File: src/rtl/adcctl_pkg.sv
package adcctl_pkg;

  // Register byte offsets on the peripheral bus
  localparam logic [7:0] OFS_CLOCK = 8'h00;
  localparam logic [7:0] OFS_MODE0 = 8'h04;
  localparam logic [7:0] OFS_MODE1 = 8'h08;
  localparam logic [7:0] OFS_TRIM = 8'h20;
  localparam logic [7:0] OFS_IRQ_STATUS = 8'h60;
  localparam logic [7:0] OFS_IRQ_MASK = 8'h64;

  // Conversion clock register fields
  localparam int SH_MSB = 7;
  localparam int SH_LSB = 4;
  localparam int DIV_MSB = 2;
  localparam int DIV_LSB = 0;
  localparam logic [3:0] SH_RESET = 4'h8;
  localparam logic [2:0] DIV_RESET = 3'h0;

  // Mode register fields
  localparam int DONE_BIT = 7;
  localparam int BUSY_BIT = 6;
  localparam int ITV_MSB = 4;
  localparam int ITV_LSB = 3;
  localparam int REPEAT_BIT = 2;
  localparam int SCAN_BIT = 1;
  localparam int START_BIT = 0;

  // Reference supply control bit in the second mode register
  localparam int REF_ON_BIT = 7;

  // Accuracy trim field and interrupt bit layout
  localparam int TRIM_MSB = 7;
  localparam int TRIM_LSB = 0;
  localparam logic [7:0] TRIM_RESET = 8'h00;
  localparam int IRQ_CONV_BIT = 0;

  // Sample-hold codes
  localparam logic [3:0] SH_CODE_8 = 4'h8;
  localparam logic [3:0] SH_CODE_16 = 4'h9;
  localparam logic [3:0] SH_CODE_24 = 4'hA;
  localparam logic [3:0] SH_CODE_32 = 4'hB;
  localparam logic [3:0] SH_CODE_64 = 4'h3;
  localparam logic [3:0] SH_CODE_128 = 4'hC;
  localparam logic [3:0] SH_CODE_512 = 4'hD;

  // Divider codes
  localparam logic [2:0] DIV_CODE_1 = 3'h0;
  localparam logic [2:0] DIV_CODE_2 = 3'h1;
  localparam logic [2:0] DIV_CODE_4 = 3'h2;
  localparam logic [2:0] DIV_CODE_8 = 3'h3;
  localparam logic [2:0] DIV_CODE_16 = 3'h4;

  // Interrupt interval codes
  localparam logic [1:0] ITV_EVERY_1 = 2'h0;
  localparam logic [1:0] ITV_EVERY_4 = 2'h1;
  localparam logic [1:0] ITV_EVERY_8 = 2'h2;

  // Conversion timing in conversion clocks
  localparam int TOTAL_MIN_CLOCKS = 46;
  localparam int SH_MIN_CLOCKS = 8;
  localparam logic [9:0] SAR_CLOCKS = 10'(TOTAL_MIN_CLOCKS - SH_MIN_CLOCKS);

  typedef enum logic [1:0] {
    ADCCTL_IDLE,
    ADCCTL_SAMPLE,
    ADCCTL_CONVERT
  } adcctl_state_t;

  // Sample-hold length in conversion clocks, reserved codes take the shortest
  function automatic logic [9:0] sh_clocks(input logic [3:0] code);
    case (code)
      SH_CODE_16: sh_clocks = 10'h010;
      SH_CODE_24: sh_clocks = 10'h018;
      SH_CODE_32: sh_clocks = 10'h020;
      SH_CODE_64: sh_clocks = 10'h040;
      SH_CODE_128: sh_clocks = 10'h080;
      SH_CODE_512: sh_clocks = 10'h200;
      default: sh_clocks = 10'h008;
    endcase
  endfunction : sh_clocks

  // Divider terminal count, reserved codes take the slowest rate
  function automatic logic [3:0] div_limit(input logic [2:0] code);
    case (code)
      DIV_CODE_1: div_limit = 4'h0;
      DIV_CODE_2: div_limit = 4'h1;
      DIV_CODE_4: div_limit = 4'h3;
      DIV_CODE_8: div_limit = 4'h7;
      default: div_limit = 4'hF;
    endcase
  endfunction : div_limit

endpackage : adcctl_pkg

File: src/rtl/adcctl_top.sv
// Notes on behaviour
// - Sample-hold length from bits 7-4 codes; other codes reserved.
// - Conversion clock is source clock divided by 1, 2, 4, 8 or 16.
// - A conversion lasts at least 46 conversion clocks with sample-hold.
// - Done flag reads 0 before or during the first conversion after start, 1 once finished.
// - Reading the mode register clears the done flag.
// - Busy flag is 1 while converting, 0 when stopped.
// - Repeat bit 0 gives one conversion, 1 converts continuously.
// - Scan bit selects fixed channel or channel range scanning.
// - Writing start 1 launches conversion; 0 does nothing; reads 0.
// - Fixed repeat interrupt every 1, 4 or 8 conversions.
// - Interval field counts only with repeat 1 and scan 0.
module adcctl_top (
  input wire logic clock,
  input wire logic reset,
  input wire logic [7:0] avs_address,
  input wire logic avs_read,
  input wire logic avs_write,
  input wire logic [31:0] avs_writedata,
  input wire logic [3:0] avs_byteenable,
  output logic [31:0] avs_readdata,
  output logic avs_waitrequest,
  output logic irq,
  output logic sample_hold_active,
  output logic sar_active,
  output logic conversion_end,
  output logic scan_mode,
  output logic repeat_mode,
  output logic reference_power_on
);

  typedef struct packed {
    adcctl_pkg::adcctl_state_t state;
    logic [9:0] phase_cnt;
    logic [3:0] sh_sel;
    logic [2:0] div_sel;
    logic [3:0] run_sh_sel;
    logic [2:0] run_div_sel;
    logic [7:0] accuracy_trim_value;
    logic [1:0] interval;
    logic repeat_en;
    logic scan_en;
    logic ref_on;
    logic normal_done_flag;
    logic normal_busy_flag;
    logic irq_status;
    logic irq_mask;
    logic ack;
    logic [31:0] rdata;
    logic end_pulse;
    logic sh_out;
    logic sar_out;
  } adcctl_regs_t;

  adcctl_regs_t s_q;
  adcctl_regs_t s_d;

  logic req;
  logic take;
  logic lane0;
  logic wr_hit;
  logic start_req;
  logic tick;
  logic finish;
  logic fire;
  logic fixed_repeat;
  logic [9:0] sh_len;
  logic launch;
  logic rd_mode0;
  logic rd_status;
  logic sh_last;
  logic sar_last;

  // Address match against one register offset
  function automatic logic addr_is(input logic [7:0] addr, input logic [7:0] ofs);
    return (addr == ofs);
  endfunction : addr_is

  // Readback word of one register, unmapped addresses read zero
  function automatic logic [31:0] read_word(input logic [7:0] addr, input adcctl_regs_t r);
    logic [31:0] w;
    w = 32'h0000_0000;
    case (addr)
      adcctl_pkg::OFS_CLOCK: begin
        w[adcctl_pkg::SH_MSB:adcctl_pkg::SH_LSB] = r.sh_sel;
        w[adcctl_pkg::DIV_MSB:adcctl_pkg::DIV_LSB] = r.div_sel;
      end
      adcctl_pkg::OFS_MODE0: begin
        w[adcctl_pkg::DONE_BIT] = r.normal_done_flag;
        w[adcctl_pkg::BUSY_BIT] = r.normal_busy_flag;
        w[adcctl_pkg::ITV_MSB:adcctl_pkg::ITV_LSB] = r.interval;
        w[adcctl_pkg::REPEAT_BIT] = r.repeat_en;
        w[adcctl_pkg::SCAN_BIT] = r.scan_en;
      end
      adcctl_pkg::OFS_MODE1: begin
        w[adcctl_pkg::REF_ON_BIT] = r.ref_on;
      end
      adcctl_pkg::OFS_TRIM: begin
        w[adcctl_pkg::TRIM_MSB:adcctl_pkg::TRIM_LSB] = r.accuracy_trim_value;
      end
      adcctl_pkg::OFS_IRQ_STATUS: begin
        w[adcctl_pkg::IRQ_CONV_BIT] = r.irq_status;
      end
      adcctl_pkg::OFS_IRQ_MASK: begin
        w[adcctl_pkg::IRQ_CONV_BIT] = r.irq_mask;
      end
      default: begin
        w = 32'h0000_0000;
      end
    endcase
    return w;
  endfunction : read_word

  // Bus request decode
  assign req = avs_read || avs_write;
  assign take = req && !s_q.ack;
  assign lane0 = avs_byteenable[0];
  assign wr_hit = avs_write && s_q.ack && lane0;
  assign start_req = wr_hit && addr_is(avs_address, adcctl_pkg::OFS_MODE0) &&
                     avs_writedata[adcctl_pkg::START_BIT];
  assign fixed_repeat = s_q.repeat_en && !s_q.scan_en;

  // Read strobes at the capture edge
  assign rd_mode0 = take && avs_read && addr_is(avs_address, adcctl_pkg::OFS_MODE0);
  assign rd_status = take && avs_read && addr_is(avs_address, adcctl_pkg::OFS_IRQ_STATUS);

  // Start only from idle, a start while busy is ignored
  assign launch = start_req && (s_q.state == adcctl_pkg::ADCCTL_IDLE);

  // Phase ends, timed by settings held since launch
  assign sh_len = adcctl_pkg::sh_clocks(s_q.run_sh_sel);
  assign sh_last = tick && (s_q.phase_cnt == sh_len - 10'h001);
  assign sar_last = tick && (s_q.phase_cnt == adcctl_pkg::SAR_CLOCKS - 10'h001);

  // Divided conversion clock, realigned on each launch
  adcctl_clkdiv u_clkdiv (
    .clock(clock),
    .reset(reset),
    .restart(launch),
    .div_sel(s_q.run_div_sel),
    .tick(tick)
  );

  // Interrupt interval in fixed-channel repeat mode
  adcctl_interval u_interval (
    .clock(clock),
    .reset(reset),
    .clear(launch),
    .done(finish),
    .enable(fixed_repeat),
    .interval(s_q.interval),
    .fire(fire)
  );

  // Last conversion clock of the approximation phase
  assign finish = (s_q.state == adcctl_pkg::ADCCTL_CONVERT) && sar_last;

  // Next state of the whole block
  always_comb begin
    s_d = s_q;
    s_d.end_pulse = 1'b0;

    // One wait cycle, then the answer
    s_d.ack = take;
    if (take) begin
      s_d.rdata = read_word(avs_address, s_q);
    end

    // Register writes at the accepting edge
    if (wr_hit) begin
      case (avs_address)
        adcctl_pkg::OFS_CLOCK: begin
          s_d.sh_sel = avs_writedata[adcctl_pkg::SH_MSB:adcctl_pkg::SH_LSB];
          s_d.div_sel = avs_writedata[adcctl_pkg::DIV_MSB:adcctl_pkg::DIV_LSB];
        end
        adcctl_pkg::OFS_MODE0: begin
          s_d.interval = avs_writedata[adcctl_pkg::ITV_MSB:adcctl_pkg::ITV_LSB];
          s_d.repeat_en = avs_writedata[adcctl_pkg::REPEAT_BIT];
          s_d.scan_en = avs_writedata[adcctl_pkg::SCAN_BIT];
        end
        adcctl_pkg::OFS_MODE1: begin
          s_d.ref_on = avs_writedata[adcctl_pkg::REF_ON_BIT];
        end
        adcctl_pkg::OFS_TRIM: begin
          s_d.accuracy_trim_value = avs_writedata[adcctl_pkg::TRIM_MSB:adcctl_pkg::TRIM_LSB];
        end
        adcctl_pkg::OFS_IRQ_MASK: begin
          s_d.irq_mask = avs_writedata[adcctl_pkg::IRQ_CONV_BIT];
        end
        default: begin
          s_d.irq_mask = s_q.irq_mask;
        end
      endcase
    end

    // Read side effects at the capture edge
    if (rd_mode0) begin
      s_d.normal_done_flag = 1'b0;
    end
    if (rd_status) begin
      s_d.irq_status = 1'b0;
    end

    // Conversion sequencer
    unique case (s_q.state)
      adcctl_pkg::ADCCTL_IDLE: begin
        s_d.phase_cnt = 10'h000;
        if (launch) begin
          s_d.state = adcctl_pkg::ADCCTL_SAMPLE;
          // Settings frozen for the run, changes apply at next start
          s_d.run_sh_sel = s_q.sh_sel;
          s_d.run_div_sel = s_q.div_sel;
          s_d.normal_busy_flag = 1'b1;
          s_d.normal_done_flag = 1'b0;
        end
      end
      adcctl_pkg::ADCCTL_SAMPLE: begin
        if (tick) begin
          if (sh_last) begin
            s_d.state = adcctl_pkg::ADCCTL_CONVERT;
            s_d.phase_cnt = 10'h000;
          end else begin
            s_d.phase_cnt = s_q.phase_cnt + 10'h001;
          end
        end
      end
      adcctl_pkg::ADCCTL_CONVERT: begin
        if (finish) begin
          s_d.phase_cnt = 10'h000;
          s_d.end_pulse = 1'b1;
          s_d.normal_done_flag = 1'b1;
          if (s_q.repeat_en) begin
            s_d.state = adcctl_pkg::ADCCTL_SAMPLE;
          end else begin
            s_d.state = adcctl_pkg::ADCCTL_IDLE;
            s_d.normal_busy_flag = 1'b0;
          end
        end else if (tick) begin
          s_d.phase_cnt = s_q.phase_cnt + 10'h001;
        end
      end
    endcase

    // Interrupt event wins over a clearing read
    if (fire) begin
      s_d.irq_status = 1'b1;
    end

    // Registered phase indicators
    s_d.sh_out = (s_d.state == adcctl_pkg::ADCCTL_SAMPLE);
    s_d.sar_out = (s_d.state == adcctl_pkg::ADCCTL_CONVERT);
  end

  // State register
  always_ff @(posedge clock) begin
    if (reset) begin
      s_q <= '0;
      s_q.state <= adcctl_pkg::ADCCTL_IDLE;
      s_q.sh_sel <= adcctl_pkg::SH_RESET;
      s_q.div_sel <= adcctl_pkg::DIV_RESET;
      s_q.run_sh_sel <= adcctl_pkg::SH_RESET;
      s_q.run_div_sel <= adcctl_pkg::DIV_RESET;
      s_q.accuracy_trim_value <= adcctl_pkg::TRIM_RESET;
    end else begin
      s_q <= s_d;
    end
  end

  // Outputs
  assign avs_waitrequest = req && !s_q.ack;
  assign avs_readdata = s_q.rdata;
  assign irq = s_q.irq_status && s_q.irq_mask;
  assign sample_hold_active = s_q.sh_out;
  assign sar_active = s_q.sar_out;
  assign conversion_end = s_q.end_pulse;
  assign scan_mode = s_q.scan_en;
  assign repeat_mode = s_q.repeat_en;
  assign reference_power_on = s_q.ref_on;

endmodule : adcctl_top

File: src/rtl/adcctl_clkdiv.sv
// Conversion clock as a one-cycle tick of the source clock
module adcctl_clkdiv (
  input wire logic clock,
  input wire logic reset,
  input wire logic restart,
  input wire logic [2:0] div_sel,
  output logic tick
);

  typedef struct packed {
    logic [3:0] cnt;
  } adcctl_div_t;

  adcctl_div_t s_q;
  adcctl_div_t s_d;
  logic [3:0] limit;

  // Count source clocks up to the terminal value
  always_comb begin
    limit = adcctl_pkg::div_limit(div_sel);
    s_d = s_q;
    tick = (s_q.cnt == limit) && !restart;
    if (restart || s_q.cnt >= limit) begin
      s_d.cnt = 4'h0;
    end else begin
      s_d.cnt = s_q.cnt + 4'h1;
    end
  end

  // State register
  always_ff @(posedge clock) begin
    if (reset) begin
      s_q <= '0;
    end else begin
      s_q <= s_d;
    end
  end

endmodule : adcctl_clkdiv

File: src/rtl/adcctl_interval.sv
// Counts completions and decides which raise the conversion interrupt
module adcctl_interval (
  input wire logic clock,
  input wire logic reset,
  input wire logic clear,
  input wire logic done,
  input wire logic enable,
  input wire logic [1:0] interval,
  output logic fire
);

  typedef struct packed {
    logic [2:0] cnt;
  } adcctl_itv_t;

  adcctl_itv_t s_q;
  adcctl_itv_t s_d;
  logic [2:0] last;

  // Every completion fires unless fixed-channel repeat is on with a 4 or 8 interval
  always_comb begin
    s_d = s_q;
    case (interval)
      adcctl_pkg::ITV_EVERY_4: last = 3'h3;
      adcctl_pkg::ITV_EVERY_8: last = 3'h7;
      default: last = 3'h0;
    endcase
    fire = done && (!enable || s_q.cnt >= last);
    if (clear) begin
      s_d.cnt = 3'h0;
    end else if (done && enable) begin
      s_d.cnt = (s_q.cnt >= last) ? 3'h0 : s_q.cnt + 3'h1;
    end
  end

  // State register
  always_ff @(posedge clock) begin
    if (reset) begin
      s_q <= '0;
    end else begin
      s_q <= s_d;
    end
  end

endmodule : adcctl_interval

File: config.mk
export PLATFORM = sky130hd
export DESIGN_NAME = adcctl_top
export DESIGN_NICKNAME = d
export VERILOG_FILES = /design/src/rtl/adcctl_pkg.sv /design/src/rtl/adcctl_top.sv /design/src/rtl/adcctl_clkdiv.sv /design/src/rtl/adcctl_interval.sv
export SDC_FILE = /design/constraint.sdc
export NUM_CORES = 1
export LEC_CHECK = 0
export BUFFER_PORTS_ARGS = -buffer_cell sky130_fd_sc_hd__buf_2
export CAP_MARGIN = 20
export CORE_UTILIZATION = 30
export CTS_CLUSTER_SIZE = 30
export DETAILED_ROUTE_END_ITERATION = 8
export HOLD_SLACK_MARGIN = 0.03
export SYNTH_ARGS = -nofsm -noshare
export SYNTH_HDL_FRONTEND = slang
export SYNTH_SLANG_ARGS = --single-unit
File: constraint.sdc
create_clock -name clock -period 5.1 [get_ports clock]
set_input_delay 1.02 -clock clock [delete_from_list [all_inputs] [get_ports clock]]
set_output_delay 1.02 -clock clock [all_outputs]
set_load 0.05 [all_outputs]
==> out/metrics.yaml, run 1 <==
synth:
  synth_edf_count: 0
  syn-cell-area_um2: 3620
  yosysWarnings: 0
  yosysSeqAreaShare: 0.343
  async_reset_ff_frac: 0
  synth_ff_type: "dfxtp_1"
  synth.avg_cell_area_um2: 8.24
  yosys.cell_types.count: 61
  synth-seq-cells: 62
  syn_inst: 439
  synth_top_cell_area_share: 0.343
  synth_top_area_cell: "dfxtp_1"
  synthTopCellsByArea: "dfxtp_1 34%, buf_4 6.6%, nor2_1 5.7%"
global_route:
  grt_pass1_vias: 2900
  antenna_found_initial: 0
  grt_pass1_wl_um: 14000
  grt_usage: 0.140
  overflow: 0
  grt_max_degree: 62
drt:
  met3_length_um: 366
  post-route-drc-count: 4
  wl_per_cell_um: 13.8
  viasPerCell: 5.01
  wl_met2_um: 3960
  ant_nets: 0
  routed_wirelength_um: 8310
  dr_total_vias: 3027
  dr.first_iter.drc_count: 127
  wl_met1_um: 3870
  top_layer: "met4"
  dr.pass1.iters: 7
min_path:
  min_path_type: "flip-flop to flip-flop"
  holdPathStages: 1
clock_network:
  cts_num_sinks: 62
  clockRootBuffer: "clkbuf_16"
  cts_buffer_depth: 2
  cts_tree: "done"
  post_cts_buffers: 0
  clk_pin_slew_ns: 0.05
  clkLatencyLatePin_ns: 0.33
  numCtsBuffers: 9
  hold_buffers: 0
  htreeDepth: 3
  post_cts_resized: 0
power_and_ir_drop:
  leakagePower_nw: 1.61
  p_sw_w: 0.000308
  internal_power_w: 0.000935
  power_switching_share: 0.248
  p_clk_frac: 0.521
  seq_power_share: 0.396
  total_power_w: 0.00124
  cellPowerDensity_nw_per_um2: 305
  ir_drop_v: 0.000172
  p_comb_frac: 0.083
floorplanning:
  rows: 39
  dieArea_um2: 12500
  initial_utilization: 0.313
  chipHeight_um: 112
  core_area_um2: 11600
  die_w_um: 112
  pin_count: 88
sta:
  slew_viol_final: 0
  slew_headroom: 0.415
  grt_setup_unrepaired: "no"
  worst_pin_slew_ns: 0.873
  finalCriticalPeriod_ns: 3.18
  skew_ns: 0.00636
  fmax_mhz: 315
  setup_viol: 0
  setup_tns_ns: 0
  hold_viol: 0
  min_period_over_period: 0.623
critical_path:
  rrSetupSlack_ns: 2.10
  r2r_cells: 10
  critical_path_required_ns: 5.30
  crit_path_start_kind: "primary input"
  arrival_ns: 3.38
  critical_path_class: "primary input to flip-flop"
  endpoint_kind: "flip-flop"
  path_max_fanout: 17
finish:
  fill_cells: 1203
  multi_input_area_um2: 2050
  drive_above_1_share: 0.148
  register_area_um2: 1240
  antenna_cells: 0
  area_growth_pct: 12.4
  final_net_count: 520
place:
  gp_congestion: 0.805
  dp_hpwl_um: 6030
  portBuffers: 36
run_status:
  violations: "design-rule violations"
  outcome: "complete, but fails checks"
job:
  maxCapViolCount: 0
## sequential cells by signal, summed over array words and instances, names as in the netlist
register	count
avs_readdata	8
conversion_end	1
reference_power_on	1
repeat_mode	1
s_q	41
sample_hold_active	1
sar_active	1
scan_mode	1
u_clkdiv.s_q	4
u_interval.s_q	3
## per-stage QoR
step	util	std cells	hold WS, ns	area [um2]	worst slack, ns
2_1_floorplan	-	462	0.430	3700	1.92
3_3_place_gp	0.323	587	0.446	3730	1.54
3_5_place_dp	0.323	587	0.466	3730	1.55
4_1_cts	0.350	603	0.478	4050	1.89
5_1_grt	0.352	604	0.499	4070	1.73
6_report	0.352	604	0.471	4070	1.92
## final timing paths
path,endpoint,startpoint
setup / recovery,sar_active$_SDFF_PP0_,avs_address[4]
hold / removal,u_clkdiv.s_q[0]$_SDFF_PP0_,u_clkdiv.s_q[0]$_SDFF_PP0_
setup reg to reg,s_q[70]$_SDFFE_PP0P_,s_q[56]$_SDFFE_PP0P_
hold reg to reg,u_clkdiv.s_q[0]$_SDFF_PP0_,u_clkdiv.s_q[0]$_SDFF_PP0_
## synth_stat cells, drive strengths merged, types with 2 or more instances
master and instances:
and3 6, a22oi 2, a211oi 5, o21ai 15
o31ai 2, nor2b 2, nor3 14, a21o 2
or2 3, nor2 55, nor4b 3, a31oi 3
dfxtp 62, nor3b 8, xnor2 6, clkbuf 18
inv 19, o211ai 3, nand4b 4, nand2b 6
or3 5, nand4 5, mux2 5, nand3 12
nand3b 7, a21oi 27, ha 16, and2 4
xor2 4, buf 37, nand2 36, a221oi 7
mux2i 19
## kinds of logic (layout without fill, tap and decap cells)
family	after synthesis	in the layout	share of synthesized area
AOI/OAI and AO/OA	79	79	0.148
xor gates and xnor gates	10	10	0.0242
adders and majority gates	16	16	0.0553
buffers and inverters	74	73	0.113
DFF	62	62	0.343
muxes	24	24	0.0681
other	1	24	0.00104
and+or+nand+nor	173	173	0.247
## critical path: stages
cell and delay (ns):
buf_2 0.10, or3_1 0.44, nor4b_4 0.76, nand2_1 0.40
nor2_1 0.18, a311oi_1 0.07, a31o_2 0.27, nor3b_2 0.15
## power groups by stage
stage | combinational (W) | clock (W) | sequential (W)
floorplan | 0.0000995 | 0 | 0.000501
global placement | 0.000101 | 0 | 0.000502
detailed placement | 0.000101 | 0 | 0.000502
CTS | 0.000102 | 0.000662 | 0.000492
global route | 0.000109 | 0.000682 | 0.000492
finish | 0.000104 | 0.000648 | 0.000492
## final cells by class
class | instances | share of cell area
repair buffers | 38 | 0.0510
clock buffers | 10 | 0.0563
multi-input cells | 326 | 0.505
inverters | 19 | 0.0175
well taps | 143 | 0.0440
clock inverters | 6 | 0.0212
flip-flops and latches | 62 | 0.305
## cells in the final DEF (no fill, tap or decap), types with 5 or more instances in the layout
master | synthesis | layout
nand2_1 | 36 | 36
a221oi_1 | 6 | 6
buf_2 | 3 | 36
mux2i_1 | 19 | 19
nand4_1 | 5 | 5
nand3_1 | 12 | 12
a211oi_1 | 5 | 5
inv_1 | 19 | 19
dfxtp_1 | 62 | 62
a21oi_1 | 26 | 26
nor3b_1 | 6 | 6
clkbuf_16 | 0 | 9
nor2_1 | 55 | 55
nor3_1 | 14 | 14
ha_1 | 16 | 16
conb_1 | 1 | 24
and3_1 | 6 | 6
o21ai_0 | 14 | 14
xnor2_1 | 6 | 6
nand3b_1 | 7 | 7
nand2b_1 | 6 | 6
## per-layer routing
| layer | global-route usage | vias to the layer above |
|---|---|---|
| met1 | 0.172 | 1418 |
| met3 | 0.0397 | 10 |
| met5 | 0 | - |
| met2 | 0.235 | 74 |
| li1 | - | 1525 |
| met4 | 0.0450 | 0 |
(Power assumes the default switching activity.)
==> inputs of run 2 (changes only) <==
Settings changed: ABC_AREA set to 1.
Clock period 5.1 ns to 3.32 ns, I/O delays scaled along.
==> run 2 against run 1 <==
Effect of this change:
- the flow now finishes without violations
- combinational power rose by 31%
- final cell count rose by 13%
- area after synthesis fell by 1.7%
- wire length fell by 0.59%
- setup slack got worse by 0.93 ns
- sequential power rose by 52%
- critical path type is now flip-flop to flip-flop
- critical endpoint is now sample_hold_active$_SDFF_PP0_
==> out/metrics.yaml, run 2 <==
power_and_ir_drop:
  p_clk_frac: 0.510  # -0.011
  power_switching_share: 0.246  # -0.00150
  cellPowerDensity_nw_per_um2: 451  # +48%
  internal_power_w: 0.00136  # +46%
  p_comb_frac: 0.075  # -0.008
  seq_power_share: 0.414  # +0.018
  ir_drop_v: 0.000234  # +36%
  p_sw_w: 0.000446  # +45%
  leakagePower_nw: 1.77  # +10%
synth:
  synth-seq-cells: 62  # unchanged
  syn_inst: 509  # +16%
  synth_adder_area_share: 0.0563  # +0.000954
  synth_common_cells: "93 x nand2_1, 72 x inv_1, 62 x dfxtp_1"
  synth_top_area_cell: "dfxtp_1"
  synth_top_family_by_area: "simple AND/OR/NAND/NOR gates"
  yosysSeqAreaShare: 0.349  # +0.00591
  syn-cell-area_um2: 3560  # -1.7%
  yosys.cell_types.count: 35  # -43%
  synth_mux_area_frac: 0  # -0.0681
  synth_ff_type: "dfxtp_1"
  synth.avg_cell_area_um2: 6.99  # -15%
  synth.most_common_cell: "nand2_1"
  synth_simple_gate_area_share: 0.264  # +0.0166
  synthXorXnorAreaFrac: 0.0172  # -0.00697
  synth_top_cell_area_share: 0.349  # +0.00591
  synthTopCellsByArea: "dfxtp_1 35%, nand2_1 9.8%, inv_1 7.6%"
  async_reset_ff_frac: 0  # unchanged
  synth_edf_count: 0  # unchanged
  yosysWarnings: 0  # unchanged
  synth-compound-area-share: 0.145  # -0.00273
clock_network:
  post_cts_buffers: 0  # unchanged
  clkLatencyLatePin_ns: 0.33  # about the same
  post_cts_resized: 0  # unchanged
  cts_num_sinks: 62  # unchanged
  clk_pin_slew_ns: 0.05  # about the same
  cts_tree: "done"
  numCtsBuffers: 9  # unchanged
  hold_buffers: 0  # unchanged
  clockRootBuffer: "clkbuf_16"
  htreeDepth: 3  # unchanged
  cts_buffer_depth: 2  # unchanged
floorplanning:
  core_area_um2: 11500  # -0.84%
  rows: 39  # unchanged
  dieArea_um2: 12300  # -1.7%
  initial_utilization: 0.310  # -0.00268
  pin_count: 88  # unchanged
  chipHeight_um: 111  # -0.84%
  die_w_um: 111  # -0.84%
global_route:
  grt_pass1_wl_um: 13700  # -2.0%
  grt_usage: 0.138  # -0.00137
  overflow: 0  # unchanged
  antenna_found_initial: 0  # unchanged
  grt_pass1_vias: 2927  # +0.93%
  grt_max_degree: 28  # -55%
drt:
  wl_per_cell_um: 12.1  # -12%
  viasPerCell: 4.72  # -5.8%
  post-route-drc-count: 0  # -4
  routed_wirelength_um: 8260  # -0.59%
  dr.pass1.iters: 4  # -3
  dr.first_iter.drc_count: 162  # +28%
  ant_nets: 0  # unchanged
  dr_total_vias: 3234  # +6.8%
finish:
  final_common_cell: "nand2_1"
  largest_register_ffs: 41  # unchanged
  regMostFlops: "s_q"
  mostFrequentLayoutCells: "93 x nand2_1, 72 x inv_1, 62 x dfxtp_1, 43 x a21oi_1, 43 x nor2_1"
  area_growth_pct: 12.7
  final_net_count: 602  # +16%
  antenna_cells: 0  # unchanged
  fill_cells: 1186  # -1.4%
  drive_above_1_share: 0.129  # -0.0184
critical_path:
  cp_top_family: "simple AND/OR/NAND/NOR gates"
  r2r_cells: 16  # +6
  rrSetupSlack_ns: 0.99  # -1.11 ns
  critical_path_required_ns: 3.54  # -1.76 ns
  crit_buf_inv: 3  # +2
  cp_common_cell: "nand3_1"
  cp_cell_sequence: "inv_1 -> nand2_1 -> nand3_1 -> inv_1 -> ha_1 -> inv_1 -> nor2_1 -> nand3_1 -> nand3_1 -> nand2_1 -> nor2_1 -> nand3_2 -> nand3_1 -> nand2_1 -> nand3_1 -> nor2_1"
  critPathSlowestCell: "dfxtp_1"
  cp_slowest_stage_delay_ns: 0.41  # -0.35 ns
  endpoint_kind: "flip-flop"
  rr_startpoint: "s_q[58]$_SDFFE_PP0P_"
  arrival_ns: 2.55  # -0.83 ns
  crit_path_start_kind: "flip-flop"
  path_max_fanout: 11  # -6
  critical_path_class: "flip-flop to flip-flop"
  r2r_end: "sample_hold_active$_SDFF_PP0_"
place:
  gp_congestion: 0.848  # +5.3%
  dp_hpwl_um: 6130  # +1.8%
  dpl_worst_slack_ns: 0.887  # -0.660 ns
  portBuffers: 36  # unchanged
sta:
  min_period_over_period: 0.703
  worst_pin_slew_ns: 0.787  # -0.0860 ns
  grt_setup_unrepaired: "no"
  fmax_mhz: 429
  slew_viol_final: 0  # unchanged
  skew_ns: 0.00756  # +0.00119 ns
  slew_headroom: 0.473  # +0.0579
  hold_viol: 0  # unchanged
  fin_ws_ns: 0.987  # -0.933 ns
  setup_viol: 0  # unchanged
  finalCriticalPeriod_ns: 2.33
  setup_tns_ns: 0  # unchanged
job:
  maxCapViolCount: 0  # unchanged
min_path:
  min_to: "avs_readdata[3]$_SDFFE_PP0P_"
  holdPathStages: 2  # +1
  min_from: "avs_readdata[3]$_SDFFE_PP0P_"
  min_path_type: "flip-flop to flip-flop"
run_status:
  outcome: "finished, final reports clean"
## run 2: stage by stage
step,hold slack [ns],instance area [um2],std cells,util,total power (W)
after detailed placement,0.458,3720,670,0.324,0.000902
after CTS,0.466,4010,685,0.350,0.00182
after global routing,0.483,4010,685,0.350,0.00187
final,0.463,4010,685,0.350,0.00181
after global placement,0.448,3720,670,0.324,0.000900
after floorplan,0.430,3640,532,-,0.000895
## run 2: final cells by class
cell class,count,area (um2),share of cell area
clock inverters,4,47.5,0.0119
flip-flops and latches,62,1240,0.310
inverters,79,297,0.0740
repair buffers,38,195,0.0487
clock buffers,11,243,0.0605
multi-input cells,348,1810,0.451
well taps,143,179,0.0446
## run 2: power by group through the flow
| stage | sequential, W | clock, W | combinational (W) |
|---|---|---|---|
| final | 0.000750 | 0.000924 | 0.000136 |
| after CTS | 0.000750 | 0.000936 | 0.000136 |
| after floorplan | 0.000765 | 0 | 0.000129 |
| after detailed placement | 0.000765 | 0 | 0.000136 |
| after global placement | 0.000765 | 0 | 0.000135 |
| after global routing | 0.000749 | 0.000978 | 0.000145 |
## run 2: layer usage
layer | part of all wire | global-route usage | vias to the layer above | routed length, um
met5 | 0 | 0 | - | 0
met4 | 0.019 | 0.0560 | 0 | 161
met3 | 0.044 | 0.0405 | 16 | 364
met2 | 0.46 | 0.222 | 63 | 3790
met1 | 0.48 | 0.174 | 1490 | 3940
li1 | - | - | 1665 | -
## run 2: worst reg2reg max path: stages (launching register included)
cell     delay [ns]
dfxtp_1        0.41
inv_1          0.11
nand2_1        0.11
nand3_1        0.10
inv_1          0.07
ha_1           0.21
inv_1          0.07
nor2_1         0.16
nand3_1        0.11
nand3_1        0.10
nand2_1        0.05
nor2_1         0.15
nand3_2        0.23
nand3_1        0.14
nand2_1        0.07
nand3_1        0.08
nor2_1         0.05
## run 2: how the worst max path moves through the flow
stage	startpoint	endpoint	slack, ns	cells after the start
4_1_cts	s_q[58]$_SDFFE_PP0P_	sample_hold_active$_SDFF_PP0_	0.98	16
2_1_floorplan	avs_read	avs_waitrequest	1.11	3
3_3_place_gp	avs_address[1]	sample_hold_active$_SDFF_PP0_	0.88	14
3_5_place_dp	avs_address[1]	sample_hold_active$_SDFF_PP0_	0.89	14
5_1_grt	s_q[58]$_SDFFE_PP0P_	s_q[77]$_SDFF_PP0_	0.65	16
6_report	s_q[58]$_SDFFE_PP0P_	sample_hold_active$_SDFF_PP0_	0.99	16
## run 2: cell families (layout without fill, tap and decap cells)
group | Yosys count | after routing
other | 1 | 24
DFF | 62 | 62
adders and majority gates | 16 | 16
AOI/OAI and AO/OA | 94 | 94
and+or+nand+nor | 207 | 207
buffers and inverters | 122 | 132
xor gates and xnor gates | 7 | 7
==> inputs of run 3 (changes only) <==
Settings changed: ABC_AREA 1 to 0.
Clock period 3.32 ns to 2.05 ns, I/O delays scaled along.
==> run 3 against run 2 <==
Effect of this change:
- the flow now finishes with violations (design-rule violations, negative setup slack)
- first-iteration DRC count shrank 17%
- combinational power grew 100%
- sequential share of layout area shrank 4.1 points
- setup slack lost 1.3 ns
- critical endpoint is now s_q[74]$_SDFFE_PP0P_
- cell area grew 17%
- die area grew 1.7%
- highest routed layer unchanged
- core utilization grew 5.4 points
- worst hold slack lost 0.12 ns
- sequential cell count is the same
- global-route usage grew 0.86 points
- clock-buffer cell count is the same
==> out/metrics.yaml, run 3 (synthesis results as in run 1) <==
clock_network:
  cts_tree: "done"
  cts_buffer_depth: 2  # unchanged
  numCtsBuffers: 9  # unchanged
  hold_buffers: 0  # unchanged
  clockRootBuffer: "clkbuf_16"
  cts_num_sinks: 62  # unchanged
  clkLatencyLatePin_ns: 0.32  # about the same
  clk_pin_slew_ns: 0.05  # about the same
  htreeDepth: 3  # unchanged
critical_path:
  path_max_fanout: 5  # -6
  arrival_ns: 2.53  # -0.02 ns
  critical_path_class: "flip-flop to flip-flop"
  crit_path_start_kind: "flip-flop"
  critical_path_required_ns: 2.26  # -1.28 ns
  rrSetupSlack_ns: -0.26  # -1.25 ns
  endpoint_kind: "flip-flop"
  r2r_cells: 11  # -5
finish:
  antenna_cells: 0  # unchanged
  mostFrequentLayoutCells: "57 x dfxtp_1, 57 x buf_4, 50 x nor2_1, 36 x buf_2, 35 x nand2_1"
  final_net_count: 577  # -4.2%
  fill_cells: 1156  # -2.5%
  largest_register_ffs: 41  # unchanged
  drive_above_1_share: 0.306  # +0.176
  regMostFlops: "s_q"
  area_growth_pct: 29.1
global_route:
  antenna_found_initial: 0  # unchanged
  grt_pass1_wl_um: 14800  # +7.7%
  grt_pass1_vias: 3103  # +6.0%
  grt_usage: 0.147  # +0.00861
  overflow: 0  # unchanged
  grt_max_degree: 39  # +39%
sta:
  fin_ws_ns: -0.264  # -1.25 ns
  setup_tns_ns: -3.26  # -3.26 ns
  finalCriticalPeriod_ns: 2.31  # -0.0183 ns
  min_period_over_period: 1.13  # +0.426
  hold_viol: 0  # unchanged
  fmax_mhz: 432  # +0.79%
  skew_ns: 0.00718  # -0.000375 ns
  setup_viol: 18  # +18
  grt_setup_unrepaired: "yes"
  slew_viol_final: 0  # unchanged
floorplanning:
  rows: 39  # unchanged
  initial_utilization: 0.313  # +0.00268
  pin_count: 88  # unchanged
  dieArea_um2: 12500  # +1.7%
  die_w_um: 112  # +0.84%
  core_area_um2: 11600  # +0.85%
  chipHeight_um: 112  # +0.84%
power_and_ir_drop:
  total_power_w: 0.00299  # +65%
  leakagePower_nw: 1.91  # +7.9%
  cellPowerDensity_nw_per_um2: 639  # +42%
  ir_drop_v: 0.000400  # +71%
drt:
  met3_length_um: 303  # -17%
  ant_nets: 0  # unchanged
  dr.first_iter.drc_count: 135  # -17%
  viasPerCell: 4.85  # +2.6%
  wl_met2_um: 4380  # +15%
  routed_wirelength_um: 8810  # +6.7%
  post-route-drc-count: 3  # +3
  wl_per_cell_um: 13.4  # +11%
  top_layer: "met4"
  wl_met1_um: 4040  # +2.5%
  dr.pass1.iters: 6  # +2
  dr_total_vias: 3198  # -1.1%
min_path:
  holdPathStages: 3  # +1
  min_path_type: "primary input to flip-flop"
place:
  dp_hpwl_um: 6520  # +6.3%
  portBuffers: 36  # unchanged
  gp_congestion: 0.808  # -4.6%
  dpl_worst_slack_ns: -0.374  # -1.26 ns
run_status:
  outcome: "complete, but fails checks"
  violations: "design-rule violations, negative setup slack"
job:
  maxCapViolCount: 0  # unchanged
-- run 3: cell count changes in the layout (fill, tap and decap cells not counted), sizes merged, moves of 9 or more --
cell / before / now
a21oi: 43 / 27
buf: 38 / 95
inv: 75 / 19
mux2i: 0 / 19
nand2: 97 / 36
nand3: 31 / 12
nand4: 14 / 5
o21ai: 32 / 15
-- run 3: through the flow --
| step | hold slack (ns) | utilization | cells | cell area, um2 |
|---|---|---|---|---|
| 2_1_floorplan | 0.430 | - | 462 | 3750 |
| 3_3_place_gp | 0.454 | 0.362 | 642 | 4190 |
| 3_5_place_dp | 0.462 | 0.362 | 642 | 4190 |
| 4_1_cts | 0.333 | 0.397 | 661 | 4590 |
| 5_1_grt | 0.346 | 0.404 | 660 | 4670 |
| 6_report | 0.343 | 0.404 | 660 | 4670 |
-- run 3: layer usage --
layer | up-vias | GRT usage
li1 | 1636 | -
met1 | 1493 | 0.181
met2 | 61 | 0.259
met3 | 8 | 0.0299
met4 | 0 | 0.0405
met5 | - | 0
-- run 3: worst max-delay path: stages (launching register included) --
cell and delay, ns:
dfxtp_4 0.36, buf_4 0.14, a21oi_4 0.14, ha_4 0.20, inv_2 0.07, a21o_1 0.18
xnor2_2 0.15, a221oi_4 0.30, a41oi_2 0.23, buf_4 0.21, a31oi_1 0.14, o21ai_1 0.08
-- run 3: path summary, 6_finish.rpt --
kind / endpoint / from
max: s_q[74]$_SDFFE_PP0P_ / s_q[57]$_SDFFE_PP0P_
min: s_q[43]$_SDFFE_PP0P_ / avs_writedata[3]
max reg2reg: s_q[74]$_SDFFE_PP0P_ / s_q[57]$_SDFFE_PP0P_
min reg2reg: s_q[58]$_SDFFE_PP0P_ / s_q[65]$_SDFFE_PP0P_
-- run 3: repair_timing --
item,in CTS,in global routing
pin swaps,22,21
resized for setup,18,23
buffers inserted,4,1
endpoints found under the hold margin,0,0
setup endpoints to repair,20,29
-- run 3: final cells by class --
class / count / area, um2 / area share
Clock buffer: 11 / 243 / 0.0520
Clock inverter: 4 / 47.5 / 0.0102
Inverter: 19 / 71.3 / 0.0153
Multi-Input combinational cell: 326 / 2250 / 0.481
Sequential cell: 62 / 1250 / 0.268
Tap cell: 143 / 179 / 0.0383
Timing Repair Buffer: 95 / 631 / 0.135
-- run 3: power breakdown --
part	leakage, nW	internal (W)	total, W	switching (W)
registers	0.504	0.00121	0.00122	0.00000606
logic	1.26	0.0000604	0.000276	0.000216
clock network	0.141	0.000962	0.00149	0.000526
